$ cat src/design/vosc_defines.vh
// Constants of the video output status and control register bank.
// Assumes a 32-bit register port with byte addresses on word boundaries.
`ifndef VOSC_DEFINES_VH
`define VOSC_DEFINES_VH

// ---------------------------------------------------------------------
// Register offsets (byte addresses)
// ---------------------------------------------------------------------
`define VOSC_ADDR_W          8
`define VOSC_OFS_CONTROL     8'h00
`define VOSC_OFS_STATUS      8'h04
`define VOSC_OFS_THRESHOLD   8'h08

// ---------------------------------------------------------------------
// Control word layout
// ---------------------------------------------------------------------
`define VOSC_CTL_RESET       32'h32400000
`define VOSC_CTL_STORE_MASK  32'hffe0ffff
`define VOSC_CTL_ENABLE      0
`define VOSC_CTL_MODE_HI     7
`define VOSC_CTL_MODE_LO     4
`define VOSC_CTL_IE_LO       8
`define VOSC_CTL_IE_HI       12
`define VOSC_CTL_ACK_LO      16
`define VOSC_CTL_ACK_HI      20

// ---------------------------------------------------------------------
// Flag vector indices; each flag has its enable and clear bit at the
// same index above the IE and ACK base positions.
// ---------------------------------------------------------------------
`define VOSC_NFLAGS          5
`define VOSC_FLG_FIRST       0
`define VOSC_FLG_SECOND      1
`define VOSC_FLG_UNDERRUN    2
`define VOSC_FLG_BANDWIDTH   3
`define VOSC_FLG_THRESHOLD   4

// ---------------------------------------------------------------------
// Status word layout
// ---------------------------------------------------------------------
`define VOSC_ST_FIRST        0
`define VOSC_ST_SECOND       1
`define VOSC_ST_UNDERRUN     2
`define VOSC_ST_THRESHOLD    3
`define VOSC_ST_UNIT         4
`define VOSC_ST_BANDWIDTH    5
`define VOSC_ST_FIELD2       6
`define VOSC_ST_VBLANK       7
`define VOSC_ST_PIXEL_LO     8
`define VOSC_ST_PIXEL_HI     19
`define VOSC_ST_LINE_LO      20
`define VOSC_ST_LINE_HI      31
`define VOSC_ST_RESERVED_LO  8'h00

// ---------------------------------------------------------------------
// Counters, threshold and operating modes
// ---------------------------------------------------------------------
`define VOSC_CNT_W           12
`define VOSC_SIZE_W          24
`define VOSC_THR_PAD         20'h00000
`define VOSC_MODE_RESERVED   4'h7
`define VOSC_MODE_STREAM     4'h8
`define VOSC_MODE_MESSAGE    4'h9

`endif

$ cat src/design/vosc_flag.v
// One sticky status flag of the video output register bank.
// Assumes set and clear are single-cycle pulses on clk_sys.
`timescale 1ns/1ps

module vosc_flag (
   input  wire clk_sys,
   input  wire rst,
   input  wire set,
   input  wire clear,
   output reg  flag
);

   // -----------------------------------------------------------------
   // Flag storage
   // -----------------------------------------------------------------
   // A set in the same cycle as a clear wins, so no event is lost.
   always @(posedge clk_sys or posedge rst) begin
      if (rst) begin
         flag <= 1'b0;
      end else if (set) begin
         flag <= 1'b1;
      end else if (clear) begin
         flag <= 1'b0;
      end
   end

endmodule // vosc_flag

$ cat src/design/vosc_status_control.v
// Control and status register bank of the video output unit.
// Assumes a single-cycle register port and a datapath on clk_sys.
//
// Behaviour
// - Hardware reset loads control word 0x32400000.
// - Control word sets mode, enables, clears, start.
// - Image modes: line index shows live line.
// - Image modes: pixel index shows last pixel.
// - Stream modes: both fields form 24-bit byte count.
// - Refresh: first drained at overlap end.
// - Unacknowledged first at active video sets underrun.
// - Stream: drained at last byte, stops buffer.
// - Message mode: first drained at message end.
// - Each drained flag interrupts when enabled.
// - Late bus read with missing data flags bandwidth.
// - Bandwidth error sets in every transfer mode.
// - Unit-type bit always reads one.
// - Refresh: line equals threshold sets hit flag.
// - First acknowledge write clears first drained flag.
// - Refresh underrun keeps previous base pointers.
// - Stream underrun without acknowledge keeps old pointers.
// - Unit-type indicator sits at status bit 4.
//
// Chosen here: the address-and-strobe port and the address map.
`timescale 1ns/1ps
`include "vosc_defines.vh"

module vosc_status_control (
   input  wire                     clk_sys,
   input  wire                     rst,
   input  wire [`VOSC_ADDR_W-1:0]  reg_addr,
   input  wire [31:0]              reg_wdata,
   input  wire                     reg_write,
   input  wire                     reg_read,
   output reg  [31:0]              reg_rdata,
   input  wire [`VOSC_CNT_W-1:0]   line_count,
   input  wire [`VOSC_CNT_W-1:0]   pixel_count,
   input  wire [`VOSC_SIZE_W-1:0]  size_count,
   input  wire                     field_second,
   input  wire                     vblank,
   input  wire                     overlap_done,
   input  wire                     active_video_start,
   input  wire                     first_buffer_done,
   input  wire                     second_buffer_done,
   input  wire                     message_done,
   input  wire                     bus_read_late,
   input  wire                     output_data_missing,
   output reg  [3:0]               video_mode,
   output reg                      unit_enable,
   output reg                      unit_start,
   output wire                     first_buffer_hold,
   output wire                     second_buffer_hold,
   output reg                      keep_previous_pointers,
   output reg                      irq_first_buffer,
   output reg                      irq_second_buffer,
   output reg                      irq_status
);

   // -----------------------------------------------------------------
   // Mode decoding
   // -----------------------------------------------------------------
   // Image (video-refresh) modes are every code below the reserved one.
   function is_image;
      input [3:0] mode;
      begin
         is_image = (mode < `VOSC_MODE_RESERVED);
      end
   endfunction

   function is_stream;
      input [3:0] mode;
      begin
         is_stream = (mode == `VOSC_MODE_STREAM);
      end
   endfunction

   function is_message;
      input [3:0] mode;
      begin
         is_message = (mode == `VOSC_MODE_MESSAGE);
      end
   endfunction

   // -----------------------------------------------------------------
   // Declarations
   // -----------------------------------------------------------------
   reg  [31:0]                 output_control_word;
   reg  [`VOSC_CNT_W-1:0]      line_threshold_register;
   reg                         threshold_match_q;
   reg  [31:0]                 output_status_word;
   reg  [`VOSC_CNT_W-1:0]      line_index;
   reg  [`VOSC_CNT_W-1:0]      pixel_index;
   reg  [`VOSC_NFLAGS-1:0]     flag_set;
   wire [`VOSC_NFLAGS-1:0]     flag_clear;
   wire [`VOSC_NFLAGS-1:0]     flags;
   wire [3:0]                  mode;
   wire                        enabled;
   wire                        mode_image;
   wire                        mode_stream;
   wire                        mode_message;
   wire                        ctl_write;
   wire                        thr_write;
   wire                        first_buffer_acknowledge;
   wire                        second_buffer_acknowledge;
   wire                        threshold_match;
   wire                        underrun_video;
   wire                        underrun_stream;
   wire [`VOSC_NFLAGS-1:0]     irq_enable;

   assign mode         = output_control_word[`VOSC_CTL_MODE_HI:
                                             `VOSC_CTL_MODE_LO];
   assign enabled      = output_control_word[`VOSC_CTL_ENABLE];
   assign mode_image   = is_image(mode);
   assign mode_stream  = is_stream(mode);
   assign mode_message = is_message(mode);
   assign irq_enable   = output_control_word[`VOSC_CTL_IE_HI:
                                             `VOSC_CTL_IE_LO];

   assign ctl_write = reg_write & (reg_addr == `VOSC_OFS_CONTROL);
   assign thr_write = reg_write & (reg_addr == `VOSC_OFS_THRESHOLD);

   // Acknowledge and clear bits act on the write and are never stored.
   assign flag_clear = ctl_write ?
                       reg_wdata[`VOSC_CTL_ACK_HI:`VOSC_CTL_ACK_LO] :
                       {`VOSC_NFLAGS{1'b0}};
   assign first_buffer_acknowledge  = flag_clear[`VOSC_FLG_FIRST];
   assign second_buffer_acknowledge = flag_clear[`VOSC_FLG_SECOND];

   // -----------------------------------------------------------------
   // Control word and threshold register
   // -----------------------------------------------------------------
   always @(posedge clk_sys or posedge rst) begin
      if (rst) begin
         output_control_word <= `VOSC_CTL_RESET;
      end else if (ctl_write) begin
         output_control_word <= reg_wdata & `VOSC_CTL_STORE_MASK;
      end
   end

   always @(posedge clk_sys or posedge rst) begin
      if (rst) begin
         line_threshold_register <= {`VOSC_CNT_W{1'b0}};
      end else if (thr_write) begin
         line_threshold_register <= reg_wdata[`VOSC_CNT_W-1:0];
      end
   end

   // Copies for the datapath; the start pulse marks a write that turns
   // the unit on from off.
   always @(posedge clk_sys or posedge rst) begin
      if (rst) begin
         video_mode  <= 4'h0;
         unit_enable <= 1'b0;
         unit_start  <= 1'b0;
      end else begin
         video_mode  <= mode;
         unit_enable <= enabled;
         unit_start  <= ctl_write & reg_wdata[`VOSC_CTL_ENABLE]
                        & ~enabled;
      end
   end

   // -----------------------------------------------------------------
   // Flag events
   // -----------------------------------------------------------------
   // The threshold flag fires on the cycle the line counter reaches the
   // threshold, so that clearing it on the same line does not re-raise.
   assign threshold_match = (line_count == line_threshold_register);

   always @(posedge clk_sys or posedge rst) begin
      if (rst) begin
         threshold_match_q <= 1'b0;
      end else begin
         threshold_match_q <= threshold_match;
      end
   end

   // An acknowledge arriving together with the start of active video is
   // taken as in time.
   assign underrun_video  = enabled & mode_image & active_video_start
                            & flags[`VOSC_FLG_FIRST]
                            & ~first_buffer_acknowledge;
   assign underrun_stream = enabled & mode_stream &
                            ((first_buffer_done &
                              flags[`VOSC_FLG_SECOND] &
                              ~second_buffer_acknowledge) |
                             (second_buffer_done &
                              flags[`VOSC_FLG_FIRST] &
                              ~first_buffer_acknowledge));

   always @* begin
      flag_set = {`VOSC_NFLAGS{1'b0}};
      flag_set[`VOSC_FLG_FIRST] = enabled &
         ((mode_image & overlap_done) |
          (mode_stream & first_buffer_done) |
          (mode_message & message_done));
      flag_set[`VOSC_FLG_SECOND] = enabled & mode_stream
                                   & second_buffer_done;
      flag_set[`VOSC_FLG_UNDERRUN] = underrun_video | underrun_stream;
      // Any transfer mode may raise the bandwidth error.
      flag_set[`VOSC_FLG_BANDWIDTH] = enabled & bus_read_late
                                      & output_data_missing;
      flag_set[`VOSC_FLG_THRESHOLD] = enabled & mode_image
                                      & threshold_match
                                      & ~threshold_match_q;
   end

   // -----------------------------------------------------------------
   // Sticky flags
   // -----------------------------------------------------------------
   genvar gi;
   generate
      for (gi = 0; gi < `VOSC_NFLAGS; gi = gi + 1) begin : g_flag
         vosc_flag u_flag (
            .clk_sys (clk_sys),
            .rst     (rst),
            .set     (flag_set[gi]),
            .clear   (flag_clear[gi]),
            .flag    (flags[gi])
         );
      end
   endgenerate

   // A drained buffer gives no more data until it is acknowledged.
   assign first_buffer_hold  = flags[`VOSC_FLG_FIRST];
   assign second_buffer_hold = flags[`VOSC_FLG_SECOND];

   // On an underrun the datapath reuses the old pointers instead of
   // switching to pointers that software never confirmed.
   always @(posedge clk_sys or posedge rst) begin
      if (rst) begin
         keep_previous_pointers <= 1'b0;
      end else begin
         keep_previous_pointers <= underrun_video
                                   | underrun_stream;
      end
   end

   // -----------------------------------------------------------------
   // Interrupt requests
   // -----------------------------------------------------------------
   // Each buffer has a request line of its own, so one interrupt per
   // buffer is signalled.
   always @(posedge clk_sys or posedge rst) begin
      if (rst) begin
         irq_first_buffer  <= 1'b0;
         irq_second_buffer <= 1'b0;
         irq_status        <= 1'b0;
      end else begin
         irq_first_buffer  <= flags[`VOSC_FLG_FIRST]
                              & irq_enable[`VOSC_FLG_FIRST];
         irq_second_buffer <= flags[`VOSC_FLG_SECOND]
                              & irq_enable[`VOSC_FLG_SECOND];
         irq_status <= |(flags[`VOSC_NFLAGS-1:`VOSC_FLG_UNDERRUN]
                         & irq_enable[`VOSC_NFLAGS-1:`VOSC_FLG_UNDERRUN]);
      end
   end

   // -----------------------------------------------------------------
   // Status word
   // -----------------------------------------------------------------
   // In stream and message modes the two index fields carry the byte
   // counter; its two lowest bits move during transfers and are not
   // meaningful then.
   always @* begin
      if (mode_stream | mode_message) begin
         line_index  = size_count[`VOSC_SIZE_W-1:`VOSC_CNT_W];
         pixel_index = size_count[`VOSC_CNT_W-1:0];
      end else begin
         line_index  = line_count;
         pixel_index = pixel_count;
      end
   end

   always @* begin
      output_status_word = {24'h000000, `VOSC_ST_RESERVED_LO};
      output_status_word[`VOSC_ST_LINE_HI:`VOSC_ST_LINE_LO]   = line_index;
      output_status_word[`VOSC_ST_PIXEL_HI:`VOSC_ST_PIXEL_LO] = pixel_index;
      output_status_word[`VOSC_ST_FIRST]     = flags[`VOSC_FLG_FIRST];
      output_status_word[`VOSC_ST_SECOND]    = flags[`VOSC_FLG_SECOND];
      output_status_word[`VOSC_ST_UNDERRUN]  = flags[`VOSC_FLG_UNDERRUN];
      output_status_word[`VOSC_ST_THRESHOLD] = flags[`VOSC_FLG_THRESHOLD];
      output_status_word[`VOSC_ST_BANDWIDTH] = flags[`VOSC_FLG_BANDWIDTH];
      // Hard-wired so software can tell the enhanced unit apart.
      output_status_word[`VOSC_ST_UNIT]      = 1'b1;
      output_status_word[`VOSC_ST_FIELD2]    = field_second;
      // Vertical blanking is only meaningful while refreshing video.
      output_status_word[`VOSC_ST_VBLANK]    = vblank & mode_image;
   end

   // -----------------------------------------------------------------
   // Read port
   // -----------------------------------------------------------------
   // Read data stand for the one cycle after the strobe; unmapped
   // addresses and idle cycles read as zero.
   always @(posedge clk_sys or posedge rst) begin
      if (rst) begin
         reg_rdata <= 32'h00000000;
      end else if (reg_read) begin
         case (reg_addr)
            `VOSC_OFS_CONTROL: begin
               reg_rdata <= output_control_word;
            end
            `VOSC_OFS_STATUS: begin
               reg_rdata <= output_status_word;
            end
            `VOSC_OFS_THRESHOLD: begin
               reg_rdata <= {`VOSC_THR_PAD, line_threshold_register};
            end
            default: begin
               reg_rdata <= 32'h00000000;
            end
         endcase
      end else begin
         reg_rdata <= 32'h00000000;
      end
   end

endmodule // vosc_status_control

$ cat config.mk
export PLATFORM = sky130hd
export DESIGN_NAME = vosc_status_control
export DESIGN_NICKNAME = d
export VERILOG_FILES = /design/src/design/vosc_flag.v /design/src/design/vosc_status_control.v
export VERILOG_INCLUDE_DIRS = /design/src /design/src/design
export SDC_FILE = /design/constraint.sdc
export NUM_CORES = 1
export LEC_CHECK = 0
export BUFFER_PORTS_ARGS = -buffer_cell sky130_fd_sc_hd__buf_2
export CAP_MARGIN = 20
export CELL_PAD_IN_SITES_DETAIL_PLACEMENT = 2
export CELL_PAD_IN_SITES_GLOBAL_PLACEMENT = 2
export CORE_UTILIZATION = 32
export CTS_BUF_LIST = sky130_fd_sc_hd__clkbuf_8
export DETAILED_ROUTE_END_ITERATION = 12
export HOLD_SLACK_MARGIN = 0.12
export PLACE_DENSITY = 0.84
export SYNTH_ARGS = -nofsm -noshare
export SYNTH_HDL_FRONTEND = slang
export SYNTH_SLANG_ARGS = --single-unit
$ cat constraint.sdc
create_clock -name clk_sys -period 3.1 [get_ports clk_sys]
set_clock_uncertainty 0.1 [all_clocks]
set_input_delay 0.155 -clock clk_sys [delete_from_list [all_inputs] [get_ports clk_sys]]
set_output_delay 0.155 -clock clk_sys [all_outputs]
set_load 0.02 [all_outputs]
### Yosys cells after proc, flatten, opt, wreduce, memory -nomap -nowiden

Index checks and enable logic that the tools add are counted.
Widths: inputs -> output; s select.

| word-level totals | value |
|---|---|
| memories | 0 |
| ROM bits | 0 |
| bits in writable memories | 0 |
| word-level logic and storage cells | 80 |
| input bits | 101 |
| output and inout bits | 44 |
| register bits after elaboration | 87 |
| bits in latches | 0 |

| operators by class | value |
|---|---|
| add/subtract/negate cells | 0 |
| multiplexer cells | 15 |
| reductions and logical operators | 7 |
| divide/modulo/power cells | 0 |
| multiply operators | 0 |
| bitwise gates (word level) | 36 |
| $lt $le $gt $ge | 1 |
| shift-type cells | 0 |
| equality and inequality tests | 5 |

Operators with widths:

| cell | number |
|---|---|
| $pmux 32 s3 | 1 |
| $mux 32 | 1 |
| $and 1x1->1 | 26 |
| $mux 12 | 2 |
| $eq 12x12->1 | 1 |
| $mux 1 | 10 |
| $reduce_bool 2->1 | 5 |
| $eq 4x4->1 const B | 2 |
| $eq 8x3->1 const B | 1 |
| $eq 8x4->1 const B | 1 |
| $logic_not 8->1 | 1 |
| $mux 5 | 1 |
| $or 1x1->1 | 5 |
| $lt 4x3->1 const B | 1 |
| $not 1->1 | 4 |
| $and 3x3->3 | 1 |
| $reduce_or 3->1 | 1 |

### Logic depth before layout (Yosys ltp)

| logic depth | value |
|---|---|
| depth in word-level cells | 9 |
| mapped depth | 7 |
| mapped depth without buffers | 4 |

### By module

From an unflattened synthesis, not the netlist that was laid out.

| second synthesis, totals | value |
|---|---|
| cells, all modules | 350 |
| area total of the unflattened synthesis | 3873.7 um^2 |

Modules (own cells, without submodules):

| module | area an instance (um^2) | cells an instance | instances | sequential area each (um^2) |
|---|---|---|---|---|
| vosc_status_control | 3673.5 | 330 | 1 | 2057.0 |
| vosc_flag | 40.0 | 4 | 5 | 25.0 |

### Worst setup path after synthesis

No wires, ideal clock.

| timing | value |
|---|---|
| kind | reg-to-reg |
| start | register output_control_word[5] |
| end | register reg_rdata[28] |
| library setup time | 0.132 ns |
| stages on the path, launching flop included | 7 |
| arrival | 1.416 ns |
| required time | 2.868 ns |
| clock period less this slack | 1.648 ns |
| path buffers | 2 |
| setup slack | 1.452 ns |
| cell sequence | dfrtp_1 nor3b_1 buf_4 buf_2 mux2i_1 a2bb2oi_1 nor2_1 |

| on the way | value |
|---|---|
| word-level cells in the longest chain between the ends | 5 |
| elaborated cells on any way between the ends | 6 |
| those cells by class | 2 x eq/ne; 3 x mux; 1 x bitwise |

Ends and longest elaborated chain:

| what | RTL line | RTL |
|---|---|---|
| start, declared | vosc_status_control.v:87 | `reg [31:0] output_control_word;` |
| start signal, assigned | vosc_status_control.v:134 | `` output_control_word <= `VOSC_CTL_RESET; `` |
| start signal, assigned | vosc_status_control.v:136 | `` output_control_word <= reg_wdata & `VOSC_CTL_STORE_MASK; `` |
| $eq 4x4->1 (no source line) | n/a |  |
| $or 1x1->1 * | vosc_status_control.v:266 | `if (mode_stream \| mode_message) begin` |
| $mux 12 * | vosc_status_control.v:266 |  |
| $pmux 32 s3 * | vosc_status_control.v:300 | `case (reg_addr)` |
| $mux 32 * | vosc_status_control.v:299 | `end else if (reg_read) begin` |
| end signal, assigned | vosc_status_control.v:302 | `reg_rdata <= output_control_word;` |
| end signal, assigned | vosc_status_control.v:305 | `reg_rdata <= output_status_word;` |
| end signal, assigned | vosc_status_control.v:308 | `` reg_rdata <= {`VOSC_THR_PAD, line_threshold_register}; `` |
| end, declared | vosc_status_control.v:35 | `output reg [31:0] reg_rdata,` |

Every way passes the cells marked *; elsewhere a longest branch is shown, timed or not.
A chain may end at the register's enable or synchronous reset.

### Worst setup path after layout

| timing | value |
|---|---|
| start | input port reg_addr[0] |
| end | register g_flag[2].u_flag.flag |

| on the way | value |
|---|---|
| word-level cells in the longest chain between the ends | 9 |
| elaborated cells on any way between the ends | 13 |
| those cells by class | 2 x mux; 9 x bitwise; 2 x reduce/logical |

Ends and longest elaborated chain:

| what | RTL line | RTL |
|---|---|---|
| start, declared | vosc_status_control.v:31 | `` input wire [`VOSC_ADDR_W-1:0] reg_addr, `` |
| $logic_not 8->1 * | n/a |  |
| $and 1x1->1 * | vosc_status_control.v:119 | `` assign ctl_write = reg_write & (reg_addr == `VOSC_OFS_CONTROL); `` |
| $mux 5 * | vosc_status_control.v:123 | `assign flag_clear = ctl_write ?` |
| $not 1->1 (on tied branches) | vosc_status_control.v:186, vosc_status_control.v:182, vosc_status_control.v:189 |  |
| $and 1x1->1 (on tied branches) | vosc_status_control.v:184, vosc_status_control.v:187 |  |
| $or 1x1->1 | vosc_status_control.v:184 | `((first_buffer_done &` |
| $and 1x1->1 | vosc_status_control.v:183 | `assign underrun_stream = enabled & mode_stream &` |
| $or 1x1->1 | vosc_status_control.v:199 | `` flag_set[`VOSC_FLG_UNDERRUN] = underrun_video \| underrun_stream; `` |
| $mux 1 or $reduce_bool 2->1 (tied branches) | n/a |  |
| end signal, assigned | vosc_flag.v:19 | `flag <= 1'b0;` |
| end signal, assigned | vosc_flag.v:21 | `flag <= 1'b1;` |
| end signal, assigned | vosc_flag.v:23 | `flag <= 1'b0;` |
| end, declared | vosc_flag.v:10 | `output reg flag` |

Marked as above.

==> metrics.csv <==
metric;value;unit
Yosys top cell area share;53.3;%
Hold WC Path Type;input pin to register;
hold_buf cts;83;
Crit path required time;3270;ps
Setup TNS;0;ps
Boundary Pins;145;
Iter 0 DRT Violations;94;
area of the multi-input gates;1580;µm²
Lkg Pwr;0.00294;µW
largest cells by area after synthesis;dfrtp_1, mux2_2, mux2i_1, nor2_1, a2bb2oi_1;
vias;3434;
Detail Route Antenna Nets;0;
Vias per Instance;5.01;
Worst path slowest cell;dlygate4sd3_1;
Crit path largest cell delay;580;ps
vias in the first global route;3931;
dpl hpwl;9.18;mm
EDFF count, synth;0;
die area;12600;µm²
Ys Warns;0;
Routed WL;14.6;mm
RSZ-0062 raised after global routing;false;
Clock H-tree levels;3;
Power Density;429;nW/µm²
Final Power;2490;µW
final setup vio count;0;
DRC errors left;0;
Horiz. Die Dim;112;µm
gr usage total;24.4;%
CP most frequent cell;dlygate4sd3_1;
first-pass GRT wire length;22.8;mm
initial antenna violation count;0;
die height;112;µm
critical setup path kind;input pin to register;
flop and latch count out of synthesis;87;
layout cell share with drive strength beyond 1;40.0;%
maximum vdd ir drop;201;µV
DP Worst Slack;944;ps
final max-slew violation count;0;
cell count after synthesis;308;
Rows;39;
status;complete, no violations;
Crit Path Max Fanout;17;
Port Buffer Count;144;
Max-cap violations;0;
Core ar.;11700;µm²
Largest delay share family, worst path;buffers and inverters;
Final min period;2920;ps
CTS Root Cell;clkbuf_8;
cell area after synthesis;3900;µm²
commonest register cell after synthesis;dfrtp_1;
PnR worst setup slack;184;ps
final core occ;49.7;%
clk slew on worst S/H paths;90;ps
# resized after CTS;0;
worst slew pin tran;1040;ps
Fillers;1209;
clock buffer depth;2;
drt wl/cell;21.3;µm
Mapped Nets;409;
fin nets;638;
syn_area_per_cell;12.7;µm²
part of the cycle the worst path needs;94.1;%
first-pass detailed-route iteration total;4;
Storage cell area;2180;µm²
Fmax;343;MHz
Netlist cell types;46;
Worst Setup End Kind;register;
Area Overhead vs Synth;48.8;%
sequential element share of the synthesized area;56.0;%
asr flop ratio synth;100;%
cells along the critical path;dlygate4sd3_1 -> buf_2 -> nor4_4 -> nand3_2 -> buf_4 -> o21ai_0 -> o211ai_1 -> dlygate4sd3_1;
Slew headroom;30.8;%
antenna fix cells;0;
CP arrival;3090;ps
Setup Fix Bufs, Post-CTS;0;
largest net degree at the start of global routing;46;
Startpoint Class;input pin;
RePlAce Congestion;0.772;
grt ovf;0;
clock latency on the worst-skew pair;380;ps
clock sinks;87;
area leader, netlist;dfrtp_1;
TritonCTS Buffers;9;
CP Buf/Inv Count;4;
Final Hold Viols;0;
CTS tree;built;
starting density of the core;33.4;%
-- synthesized netlist by cell type (2+ instances only) --
cell / number
inv_1: 9
nor2b_1: 2
nor3b_1: 2
mux2i_1: 34
mux2_2: 39
dfrtp_1: 83
a21o_1: 2
nor2_1: 37
xor2_1: 12
buf_6: 4
nor4_1: 3
buf_4: 3
a2bb2oi_1: 15
nand2_1: 2
a21oi_1: 7
and2_1: 2
nand2b_1: 2
o21ai_0: 3
nand4b_1: 2
buf_2: 6
o211ai_1: 2
clkbuf_1: 2
dfstp_2: 4
o22a_1: 4
nand3_1: 5
and3_1: 2
-- through the flow --
stage | std cells | area, µm² | hold slack [ps]
6_report | 685 | 5800 | 126
4_1_cts | 685 | 5800 | 121
3_3_place_gp | 586 | 4750 | 216
2_1_floorplan | 308 | 3900 | 188
3_5_place_dp | 586 | 4750 | 226
5_1_grt | 685 | 5800 | 148
-- logic make-up (layout without fill, tap and decap cells) --
group / count (synthesis) / in the layout / share of synthesized area (%)
compound gates: 40 / 40 / 7.77
xor+xnor: 12 / 12 / 2.70
simple gates: 70 / 70 / 9.63
flops: 87 / 87 / 56.0
buf+inv: 25 / 259 / 3.66
mux: 74 / 74 / 20.3
-- power by group --
| group | internal (µW) | leakage (µW) | total, µW | switching (µW) |
|---|---|---|---|---|
| clock | 455 | 0.000105 | 901 | 446 |
| combinational | 198 | 0.00165 | 364 | 166 |
| sequential | 1180 | 0.00118 | 1220 | 43.2 |
-- cells in the final DEF, fill, tap and decap left out, drive strengths merged, types with 3 or more instances in the layout --
cell type	instances
nand3	6
mux2	40
buf	151
clkinv	4
nor2	38
clkbuf	9
dfstp	4
o22a	4
and2	3
a2bb2oi	15
o21ai	4
a21oi	7
dlygate4sd3	83
nor4	5
dfrtp	83
inv	8
xor2	12
mux2i	34
-- routing by layer --
metal	GRT usage, %	wire, µm
met1	28.8	5920
met2	45.1	7840
met3	3.35	519
met4	8.80	280
met5	0	0
-- layout make-up --
type / instances / area share, %
Tap cell: 143 / 3.08
Multi-Input combinational cell: 196 / 27.2
Timing Repair Buffer: 234 / 27.7
Clock buffer: 9 / 2.14
Inverter: 9 / 0.604
Clock inverter: 7 / 1.68
Sequential cell: 87 / 37.6
-- state kept, by name (all words and copies together) (netlist names) --
name and count:
irq_second_buffer 1, keep_previous_pointers 1, unit_start 1, unit_enable 1, line_threshold_register 12, irq_first_buffer 1
output_control_word 27, video_mode 4, g_flag.u_flag.flag 5, irq_status 1, reg_rdata 32, threshold_match_q 1
-- worst paths after layout --
path,startpoint,endpoint,slack (ps),depth (start not counted)
setup / recovery,reg_addr[0],g_flag[2].u_flag.flag$_DFFE_PP0P_,180,8
hold / removal,line_count[3],reg_rdata[23]$_DFF_PP0_,130,4
setup reg to reg,output_control_word[5]$_DFFE_PP0N_,reg_rdata[17]$_DFF_PP0_,340,6
hold reg to reg,threshold_match_q$_DFF_PP0_,g_flag[4].u_flag.flag$_DFFE_PP0P_,370,1
max in group asynchronous,rst,output_control_word[28]$_DFFE_PP1N_,1620,4
min in group asynchronous,rst,reg_rdata[13]$_DFF_PP0_,360,3
-- worst register-to-register path, cell delays in order (launching register included) --
cell and delay [ps]:
dfrtp_1 470, nor3b_2 280, buf_4 330, mux2i_1 260, dlygate4sd3_1 600, nor2_1 50
dlygate4sd3_1 550
No activity file was read; power rests on OpenSTA's default activity.
